### src/rtl/spwm_pkg.sv
// Package for the shared time-base PWM block: offsets, fields, resets, types.
// Assumes a 32-bit AXI4-Lite register bus with byte addressing.
package spwm_pkg;
   // ----------------------------------------------------------------------
   // Register offsets (byte addresses).
   // ----------------------------------------------------------------------
   localparam logic [7:0] OFF_CON    = 8'h00;
   localparam logic [7:0] OFF_DCH    = 8'h04;
   localparam logic [7:0] OFF_DCL    = 8'h08;
   localparam logic [7:0] CH_STRIDE  = 8'h10;
   localparam logic [7:0] OFF_PERIOD = 8'h40;
   localparam logic [7:0] OFF_TBCTL  = 8'h44;
   localparam logic [7:0] OFF_COUNT  = 8'h48;
   localparam logic [7:0] OFF_STAT   = 8'h4C;
   localparam logic [7:0] OFF_LATCH  = 8'h50;
   localparam logic [7:0] OFF_DIR    = 8'h54;
   // ----------------------------------------------------------------------
   // Field positions.
   // ----------------------------------------------------------------------
   localparam int CON_ON   = 7;
   localparam int CON_DRV  = 6;
   localparam int CON_LVL  = 5;
   localparam int CON_INV  = 4;
   localparam int DCL_LSB  = 6;
   localparam int TB_PS    = 0;
   localparam int TB_RUN   = 2;
   localparam int TB_POST  = 3;
   localparam int STAT_FLG = 0;
   // ----------------------------------------------------------------------
   // Reset values, bus answers and the divider width.
   // ----------------------------------------------------------------------
   localparam logic [7:0] PERIOD_RST = 8'hFF;
   localparam logic [6:0] TBCTL_RST  = 7'h00;
   localparam logic [9:0] DUTY_RST   = 10'h000;
   localparam logic [1:0] RESP_OKAY  = 2'h0;
   localparam logic [1:0] RESP_ERR   = 2'h2;
   localparam int         DIV_W      = 8;
   // Per-channel control bits that software writes.
   typedef struct packed {
      logic on;
      logic drive;
      logic inv;
   } spwm_ctl_t;
endpackage

### src/rtl/spwm_top.sv
// Shared time-base PWM: one 8-bit period timer, four 10-bit duty channels.
// Assumes an AXI4-Lite master on core_clk and an asynchronous sleep request.
`timescale 1ns/1ps
module spwm_top #(
   parameter int NCH    = 4,
   parameter int ADDR_W = 8
) (
   input  wire logic              core_clk,
   input  wire logic              resetn,
   input  wire logic [ADDR_W-1:0] s_axi_awaddr,
   input  wire logic              s_axi_awvalid,
   output logic                   s_axi_awready,
   input  wire logic [31:0]       s_axi_wdata,
   input  wire logic [3:0]        s_axi_wstrb,
   input  wire logic              s_axi_wvalid,
   output logic                   s_axi_wready,
   output logic [1:0]             s_axi_bresp,
   output logic                   s_axi_bvalid,
   input  wire logic              s_axi_bready,
   input  wire logic [ADDR_W-1:0] s_axi_araddr,
   input  wire logic              s_axi_arvalid,
   output logic                   s_axi_arready,
   output logic [31:0]            s_axi_rdata,
   output logic [1:0]             s_axi_rresp,
   output logic                   s_axi_rvalid,
   input  wire logic              s_axi_rready,
   input  wire logic              sleep_req,
   output logic [NCH-1:0]         pin_out,
   output logic [NCH-1:0]         pin_oe
);
   // ----------------------------------------------------------------------
   // Helper functions.
   // ----------------------------------------------------------------------
   // Last divider value of one timer step: four clocks times the prescale.
   function automatic logic [7:0] div_max(input logic [1:0] ps);
      case (ps)
         2'h0:    div_max = 8'h03;
         2'h1:    div_max = 8'h0F;
         2'h2:    div_max = 8'h3F;
         default: div_max = 8'hFF;
      endcase
   endfunction

   // Two low time-base bits: clock phase at 1:1, top prescaler bits otherwise.
   function automatic logic [1:0] sub_bits(input logic [7:0] d, input logic [1:0] ps);
      case (ps)
         2'h0:    sub_bits = d[1:0];
         2'h1:    sub_bits = d[3:2];
         2'h2:    sub_bits = d[5:4];
         default: sub_bits = d[7:6];
      endcase
   endfunction

   // Byte address of a channel register.
   function automatic logic [7:0] ch_addr(input int i, input logic [7:0] off);
      ch_addr = 8'(i * 16) + off;
   endfunction

   // ----------------------------------------------------------------------
   // State.
   // ----------------------------------------------------------------------
   spwm_pkg::spwm_ctl_t ctl_reg [NCH];
   logic [7:0]  dch_reg [NCH];
   logic [1:0]  dcl_reg [NCH];
   logic [9:0]  duty_buf_reg [NCH];
   logic [NCH-1:0] raw_reg;
   logic [7:0]  period_reg;
   logic [6:0]  tbctl_reg;
   logic [7:0]  count_reg;
   logic [spwm_pkg::DIV_W-1:0] div_reg;
   logic        flag_reg;
   logic [NCH-1:0] latch_reg;
   logic [NCH-1:0] dir_reg;
   logic        s1_reg, s2_reg, s3_reg, asleep_reg;
   logic        aw_have_reg, w_have_reg;
   logic [7:0]  wa_reg;
   logic [7:0]  wd_reg;
   logic        wstb_reg;

   // ----------------------------------------------------------------------
   // Time base.
   // ----------------------------------------------------------------------
   // The postscale field is only stored and read back; no time-base logic uses it.
   wire [1:0] ps         = tbctl_reg[spwm_pkg::TB_PS +: 2];
   wire       run        = tbctl_reg[spwm_pkg::TB_RUN] & ~asleep_reg;
   wire       tick       = run & (div_reg == div_max(ps));
   wire       period_hit = tick & (count_reg == period_reg);
   wire [9:0] tb_now     = {count_reg, sub_bits(div_reg, ps)};
   wire [9:0] tb_full    = {period_reg, 2'h3};

   // Sleep request passes three flops; a change counts once stages two and three agree.
   always_ff @(posedge core_clk or negedge resetn) begin
      if (!resetn) begin
         s1_reg     <= 1'b0;
         s2_reg     <= 1'b0;
         s3_reg     <= 1'b0;
         asleep_reg <= 1'b0;
      end else begin
         s1_reg <= sleep_req;
         s2_reg <= s1_reg;
         s3_reg <= s2_reg;
         if (s2_reg == s3_reg) begin
            asleep_reg <= s3_reg;
         end
      end
   end

   // Divider and timer; both hold their count through sleep.
   always_ff @(posedge core_clk or negedge resetn) begin
      if (!resetn) begin
         div_reg   <= '0;
         count_reg <= 8'h00;
      end else if (run) begin
         div_reg <= tick ? '0 : div_reg + 8'h01;
         if (period_hit) begin
            count_reg <= 8'h00;
         end else if (tick) begin
            count_reg <= count_reg + 8'h01;
         end
      end
   end

   // ----------------------------------------------------------------------
   // Channels.
   // ----------------------------------------------------------------------
   logic [NCH-1:0] lvl;
   logic [NCH-1:0] full;
   logic [NCH-1:0] start;
   logic [NCH-1:0] hit;
   logic [NCH-1:0] raw_next;

   // Set at the restart of the time base, clear at the duty match; a zero
   // duty hits both at once and the clear wins, so it stays inactive.
   always_comb begin
      for (int i = 0; i < NCH; i++) begin
         full[i]  = duty_buf_reg[i] > tb_full;
         start[i] = run & (tb_now == 10'h000);
         hit[i]   = run & (tb_now == duty_buf_reg[i]) & ~full[i];
         lvl[i]   = raw_reg[i] ^ ctl_reg[i].inv;
         if (!ctl_reg[i].on) begin
            raw_next[i] = 1'b0;
         end else if (hit[i]) begin
            raw_next[i] = 1'b0;
         end else if (start[i]) begin
            raw_next[i] = 1'b1;
         end else begin
            raw_next[i] = raw_reg[i];
         end
      end
   end

   // Duty buffers load only at the period match; writes never touch them.
   always_ff @(posedge core_clk or negedge resetn) begin
      if (!resetn) begin
         raw_reg <= '0;
         pin_out <= '0;
         pin_oe  <= '0;
         for (int i = 0; i < NCH; i++) begin
            duty_buf_reg[i] <= spwm_pkg::DUTY_RST;
         end
      end else begin
         raw_reg <= raw_next;
         for (int i = 0; i < NCH; i++) begin
            if (period_hit) begin
               duty_buf_reg[i] <= {dch_reg[i], dcl_reg[i]};
            end
            // Pin takes the PWM level only while on and driving.
            pin_out[i] <= (ctl_reg[i].on & ctl_reg[i].drive) ? lvl[i] : latch_reg[i];
            pin_oe[i]  <= ~dir_reg[i];
         end
      end
   end

   // ----------------------------------------------------------------------
   // AXI4-Lite write channel.
   // ----------------------------------------------------------------------
   wire aw_take  = s_axi_awvalid & s_axi_awready;
   wire w_take   = s_axi_wvalid & s_axi_wready;
   wire do_write = aw_have_reg & w_have_reg & ~s_axi_bvalid;
   wire wr_ok    = do_write & wstb_reg;
   wire [7:0] wa = wa_reg & 8'hFC;
   wire wr_hit_sh = (wa >= spwm_pkg::OFF_PERIOD) & (wa <= spwm_pkg::OFF_DIR);
   wire wr_hit_ch = (wa < ch_addr(NCH, 8'h00)) & (wa[3:2] != 2'h3);
   wire aw_have_next = (aw_have_reg | aw_take) & ~do_write;
   wire w_have_next  = (w_have_reg | w_take) & ~do_write;

   // Address and data are held separately and may arrive in either order.
   always_ff @(posedge core_clk or negedge resetn) begin
      if (!resetn) begin
         aw_have_reg   <= 1'b0;
         w_have_reg    <= 1'b0;
         wa_reg        <= 8'h00;
         wd_reg        <= 8'h00;
         wstb_reg      <= 1'b0;
         s_axi_awready <= 1'b1;
         s_axi_wready  <= 1'b1;
         s_axi_bvalid  <= 1'b0;
         s_axi_bresp   <= spwm_pkg::RESP_OKAY;
      end else begin
         aw_have_reg   <= aw_have_next;
         w_have_reg    <= w_have_next;
         s_axi_awready <= ~aw_have_next;
         s_axi_wready  <= ~w_have_next;
         if (aw_take) begin
            wa_reg <= s_axi_awaddr[7:0];
         end
         if (w_take) begin
            wd_reg   <= s_axi_wdata[7:0];
            wstb_reg <= s_axi_wstrb[0];
         end
         if (do_write) begin
            s_axi_bvalid <= 1'b1;
            s_axi_bresp  <= (wr_hit_sh | wr_hit_ch) ? spwm_pkg::RESP_OKAY : spwm_pkg::RESP_ERR;
         end else if (s_axi_bready) begin
            s_axi_bvalid <= 1'b0;
         end
      end
   end

   // Register writes; the period flag set by hardware wins over a clear.
   always_ff @(posedge core_clk or negedge resetn) begin
      if (!resetn) begin
         period_reg <= spwm_pkg::PERIOD_RST;
         tbctl_reg  <= spwm_pkg::TBCTL_RST;
         flag_reg   <= 1'b0;
         latch_reg  <= '0;
         dir_reg    <= '1;
         for (int i = 0; i < NCH; i++) begin
            ctl_reg[i] <= '0;
            dch_reg[i] <= 8'h00;
            dcl_reg[i] <= 2'h0;
         end
      end else begin
         if (wr_ok && wa == spwm_pkg::OFF_PERIOD) period_reg <= wd_reg;
         if (wr_ok && wa == spwm_pkg::OFF_TBCTL)  tbctl_reg  <= wd_reg[6:0];
         if (wr_ok && wa == spwm_pkg::OFF_LATCH)  latch_reg  <= wd_reg[NCH-1:0];
         if (wr_ok && wa == spwm_pkg::OFF_DIR)    dir_reg    <= wd_reg[NCH-1:0];
         if (period_hit) begin
            flag_reg <= 1'b1;
         end else if (wr_ok && wa == spwm_pkg::OFF_STAT && wd_reg[spwm_pkg::STAT_FLG]) begin
            flag_reg <= 1'b0;
         end
         for (int i = 0; i < NCH; i++) begin
            if (wr_ok && wa == ch_addr(i, spwm_pkg::OFF_CON)) begin
               ctl_reg[i] <= {wd_reg[spwm_pkg::CON_ON], wd_reg[spwm_pkg::CON_DRV],
                              wd_reg[spwm_pkg::CON_INV]};
            end
            if (wr_ok && wa == ch_addr(i, spwm_pkg::OFF_DCH)) begin
               dch_reg[i] <= wd_reg;
            end
            if (wr_ok && wa == ch_addr(i, spwm_pkg::OFF_DCL)) begin
               dcl_reg[i] <= wd_reg[spwm_pkg::DCL_LSB +: 2];
            end
         end
      end
   end

   // ----------------------------------------------------------------------
   // AXI4-Lite read channel.
   // ----------------------------------------------------------------------
   logic [7:0] rd_byte;
   logic       rd_ok;
   wire  [7:0] ra = s_axi_araddr[7:0] & 8'hFC;
   wire  ar_take  = s_axi_arvalid & s_axi_arready;
   wire  rv_next  = ar_take | (s_axi_rvalid & ~s_axi_rready);

   // Read mux; unused bits read zero, unmapped addresses answer with an error.
   always_comb begin
      rd_byte = 8'h00;
      rd_ok   = 1'b1;
      case (ra)
         spwm_pkg::OFF_PERIOD: rd_byte = period_reg;
         spwm_pkg::OFF_TBCTL:  rd_byte = {1'b0, tbctl_reg};
         spwm_pkg::OFF_COUNT:  rd_byte = count_reg;
         spwm_pkg::OFF_STAT:   rd_byte = {7'h00, flag_reg};
         spwm_pkg::OFF_LATCH:  rd_byte = 8'(latch_reg);
         spwm_pkg::OFF_DIR:    rd_byte = 8'(dir_reg);
         default:              rd_ok   = 1'b0;
      endcase
      for (int i = 0; i < NCH; i++) begin
         if (ra == ch_addr(i, spwm_pkg::OFF_CON)) begin
            rd_ok   = 1'b1;
            rd_byte = {ctl_reg[i].on, ctl_reg[i].drive, lvl[i], ctl_reg[i].inv, 4'h0};
         end
         if (ra == ch_addr(i, spwm_pkg::OFF_DCH)) begin
            rd_ok   = 1'b1;
            rd_byte = dch_reg[i];
         end
         if (ra == ch_addr(i, spwm_pkg::OFF_DCL)) begin
            rd_ok   = 1'b1;
            rd_byte = {dcl_reg[i], 6'h00};
         end
      end
   end

   // One read in flight; arready drops until the data is taken.
   always_ff @(posedge core_clk or negedge resetn) begin
      if (!resetn) begin
         s_axi_arready <= 1'b1;
         s_axi_rvalid  <= 1'b0;
         s_axi_rdata   <= 32'h0000_0000;
         s_axi_rresp   <= spwm_pkg::RESP_OKAY;
      end else begin
         s_axi_arready <= ~rv_next;
         s_axi_rvalid  <= rv_next;
         if (ar_take) begin
            s_axi_rdata <= {24'h00_0000, rd_byte};
            s_axi_rresp <= rd_ok ? spwm_pkg::RESP_OKAY : spwm_pkg::RESP_ERR;
         end
      end
   end
endmodule // spwm_top

### config.mk
export PLATFORM = sky130hd
export DESIGN_NAME = spwm_top
export DESIGN_NICKNAME = d
export VERILOG_FILES = /design/src/rtl/spwm_pkg.sv /design/src/rtl/spwm_top.sv
export SDC_FILE = /design/constraint.sdc
export NUM_CORES = 1
export LEC_CHECK = 0
export BUFFER_PORTS_ARGS = -buffer_cell sky130_fd_sc_hd__buf_2
export CORE_MARGIN = 2
export CORE_UTILIZATION = 50
export DETAILED_ROUTE_END_ITERATION = 8
export PLACE_DENSITY_LB_ADDON = 0.12
export SLEW_MARGIN = 20
export SYNTH_ARGS = -nofsm -noshare
export SYNTH_HDL_FRONTEND = slang
export SYNTH_SLANG_ARGS = --single-unit
### constraint.sdc
create_clock -name core_clk -period 3.7 [get_ports core_clk]
set_input_delay 0.555 -clock core_clk [delete_from_list [all_inputs] [get_ports core_clk]]
set_output_delay 0.555 -clock core_clk [all_outputs]
set_load 0.02 [all_outputs]
==> metrics.md <==
| Metric | Value |
|---|---|
| Initial Utilization | 50.5% |
| First-pass GRT wire length | 41800 um |
| Final setup viols | 0 |
| Reg2Reg Launch Point | s_axi_bvalid |
| Final HPWL DP | 19700 um |
| Crit start category | flop |
| Most common cell after layout, fill and taps aside | dfrtp_1 |
| # rows | 51 |
| Max-capacitance violation count | 0 |
| Remaining DRCs | 0 |
| Num CTS Buffers | 17 |
| Util after Layout | 55.7% |
| Cell at the slowest stage of the critical path | or4b_1 |
| Seq/Total Area, Yosys | 46.3% |
| Worst-margin pin slew | 0.887 ns |
| Post-synth EDFFs | 0 |
| Via/cell ratio | 6.01 |
| Placed cell areas | 10200 um2 |
| Routability cong. | 0.926 |
| DR pass1 iterations | 8 |
| Final period util | 76.6% |
| PD cells | 600 nW/um2 |
| Fin Setup TNS | 0 ns |
| Max Clk Rate | 353 MHz |
| Post-Synthesis Cells | 848 |
| Mux share of post-synthesis cell area | 18.1% |
| CP cell instances | nand3b_4 > or3b_2 > or4b_1 > nor2_2 > mux2_2 |
| Yosys reg bits | 180 |
| Simple-Gate Fraction of Synth Area | 10.8% |
| Post-CTS Setup Inserts | 0 |
| CP arrival | 3.15 ns |
| Placeable Area | 19300 um2 |
| Crit path max-delay family | simple AND/OR/NAND/NOR gates |
| Final max-slew violation count | 0 |
| Die height | 144 um |
| HP Class | in -> async |
| I/O Buffers | 51 |
| Cell depth of the worst setup path | 5 |
| Final hold violation count | 0 |
| CTS tree | yes |
| R2r endpoint | dch_reg[12] |
| GRT Overall Usage | 27.4% |
| Die area | 20700 um2 |
| Post-CTS sizing | 0 |
| Status | complete, no violations |
| CTS Sinks | 180 |
| Die W | 144 um |
| Most frequent cells in the layout | 165 x dfrtp_1, 138 x mux2_2, 50 x buf_2 |
| Worst hold slack | 0.141 ns |
| Largest family of logic cells by synthesized area | multiplexers |
| # IOs | 109 |
| Ys Warns | 0 |
| Mean area per synthesized cell | 11.5 um2 |
| Critical path buffer and inverter count | 0 |
| Critical path's largest stage delay | 0.61 ns |
| Clock latency on the worst-skew pair | 0.44 ns |
| Share of cells above drive strength 1 | 29.9% |
| R2R Setup Slk | 0.87 ns |
| Synth Area in Adders | 4.59% |
| Worst reg2reg path depth | 5 |
| Post-synthesis xor/xnor area fraction | 5.29% |
| CP Max Fanout | 8 |
| Detail Route Antenna Nets | 0 |
| Compound-Gate Fraction of Synth Area | 9.79% |
| Area grow syn2layout | 10.4% |
| Top_reg_cell synth | dfrtp_1 |
| Vias | 7036 |
| Worst Setup EP | dch_reg[12] |
| Critical Path End Type | flop |
| Synth top area cells | dfrtp_1 42%, mux2_2 16%, ha_1 4.5%, dfstp_2 4.0%, xnor2_1 2.8% |
| Overflow after GRT | 0 |
| Largest net degree at the start of global routing | 75 |
| Root Driver | clkbuf_16 |
| Total Wirelength | 26900 um |
| Synth top area share | 42.3% |
| RSZ-0062 raised after global routing | false |
| Post-synth ARST share | 100% |
| Leak | 5.06 nW |
| Skew final | 0.0150 ns |
| Post-synthesis cell type count | 74 |
| Leading area contributor after synthesis | dfrtp_1 |
| CP required | 4.02 ns |
| Final min period | 2.83 ns |
| Hold-fix buffer count after cts | 0 |
| Max VDD drop | 0.388 mV |
| CP startpoint | s_axi_bvalid |
| Number of global-route vias before repair | 7039 |
| Ant diodes | 0 |
| Slew HR | 40.3% |
| Crit Path Category | reg -> reg |
| # nets final | 987 |
| Drt wl/cell | 23.0 um |
| Reg clk slew, reported paths | 0.07 ns |
| Fin area | 10800 um2 |
| Maximum buffer depth of the clock tree | 2 |
| Netlist Area Pre-Place | 9760 um2 |
| Max FFs per register | 40 |
| Initial antenna violation count | 0 |
| Initial DRC Count | 640 |
| Htree depth | 4 |
## where the power goes
group	internal, mW	total, mW	leakage, nW	switching [mW]
Sequential	2.45	3.11	2.37	0.661
Clock	0.915	1.77	0.274	0.856
Combinational	0.738	1.59	2.42	0.851
Total	4.10	6.47	5.06	2.37
## worst reg2reg max path, delay by kind of cell (launching register included)
family	cells	cell delay, ns
simple gates	4	1.91
mux	1	0.41
flops	1	0.40
## how the worst min path moves through the flow
stage / start / to / slack [ns] / cells after the start
after floorplan: resetn / asleep_reg / 0.26 / 0
after global placement: s1_reg / s2_reg / 0.37 / 0
after detailed placement: s1_reg / s2_reg / 0.36 / 0
after CTS: resetn / w_have_reg / 0.16 / 1
after global routing: resetn / w_have_reg / 0.18 / 1
final: resetn / w_have_reg / 0.14 / 1
## per-stage QoR
step / setup WS (ns) / std cells / total power [mW]
floorplan: 1.26 / 873 / 4.06
global placement: 0.906 / 1138 / 4.65
detailed placement: 0.880 / 1138 / 4.71
CTS: 0.851 / 1170 / 6.49
global route: 0.750 / 1170 / 6.80
finish: 0.865 / 1170 / 6.47
## layer usage
metal	global-route usage (%)	vias to the layer above	routed length [um]
met4	7.95	0	573
met5	0	-	0
met1	37.6	3586	12000
met3	4.77	38	1420
met2	44.9	264	12900
li1	-	3148	-
## kinds of logic (layout without fill, tap and decap cells)
logic type      count (synthesis)  count (layout)
compound gates                136             136
mux                           155             155
other cells                     1              26
fa+ha+maj                      36              36
flops                         180             180
simple gates                  187             187
buf+inv                        94             126
xor+xnor                       59              59
## cell usage after synthesis (24+ instances only)
master    instances
a21oi_1          30
buf_4            26
clkbuf_1         28
dfrtp_1         165
ha_1             35
inv_1            26
mux2_2          138
nand2_1          38
nor2_1           24
o21ai_0          33
xnor2_1          31
xor2_1           28
## cell type report
| cell class | instances | area (um2) |
|---|---|---|
| fillers | 1698 | 8560 |
| multi-input cells | 599 | 4840 |
| flip-flops and latches | 180 | 4520 |
| clock buffers | 19 | 443 |
| repair buffers | 68 | 402 |
| well taps | 265 | 332 |
| clock inverters | 13 | 138 |
| inverters | 26 | 97.6 |
(Power assumes the default switching activity.)
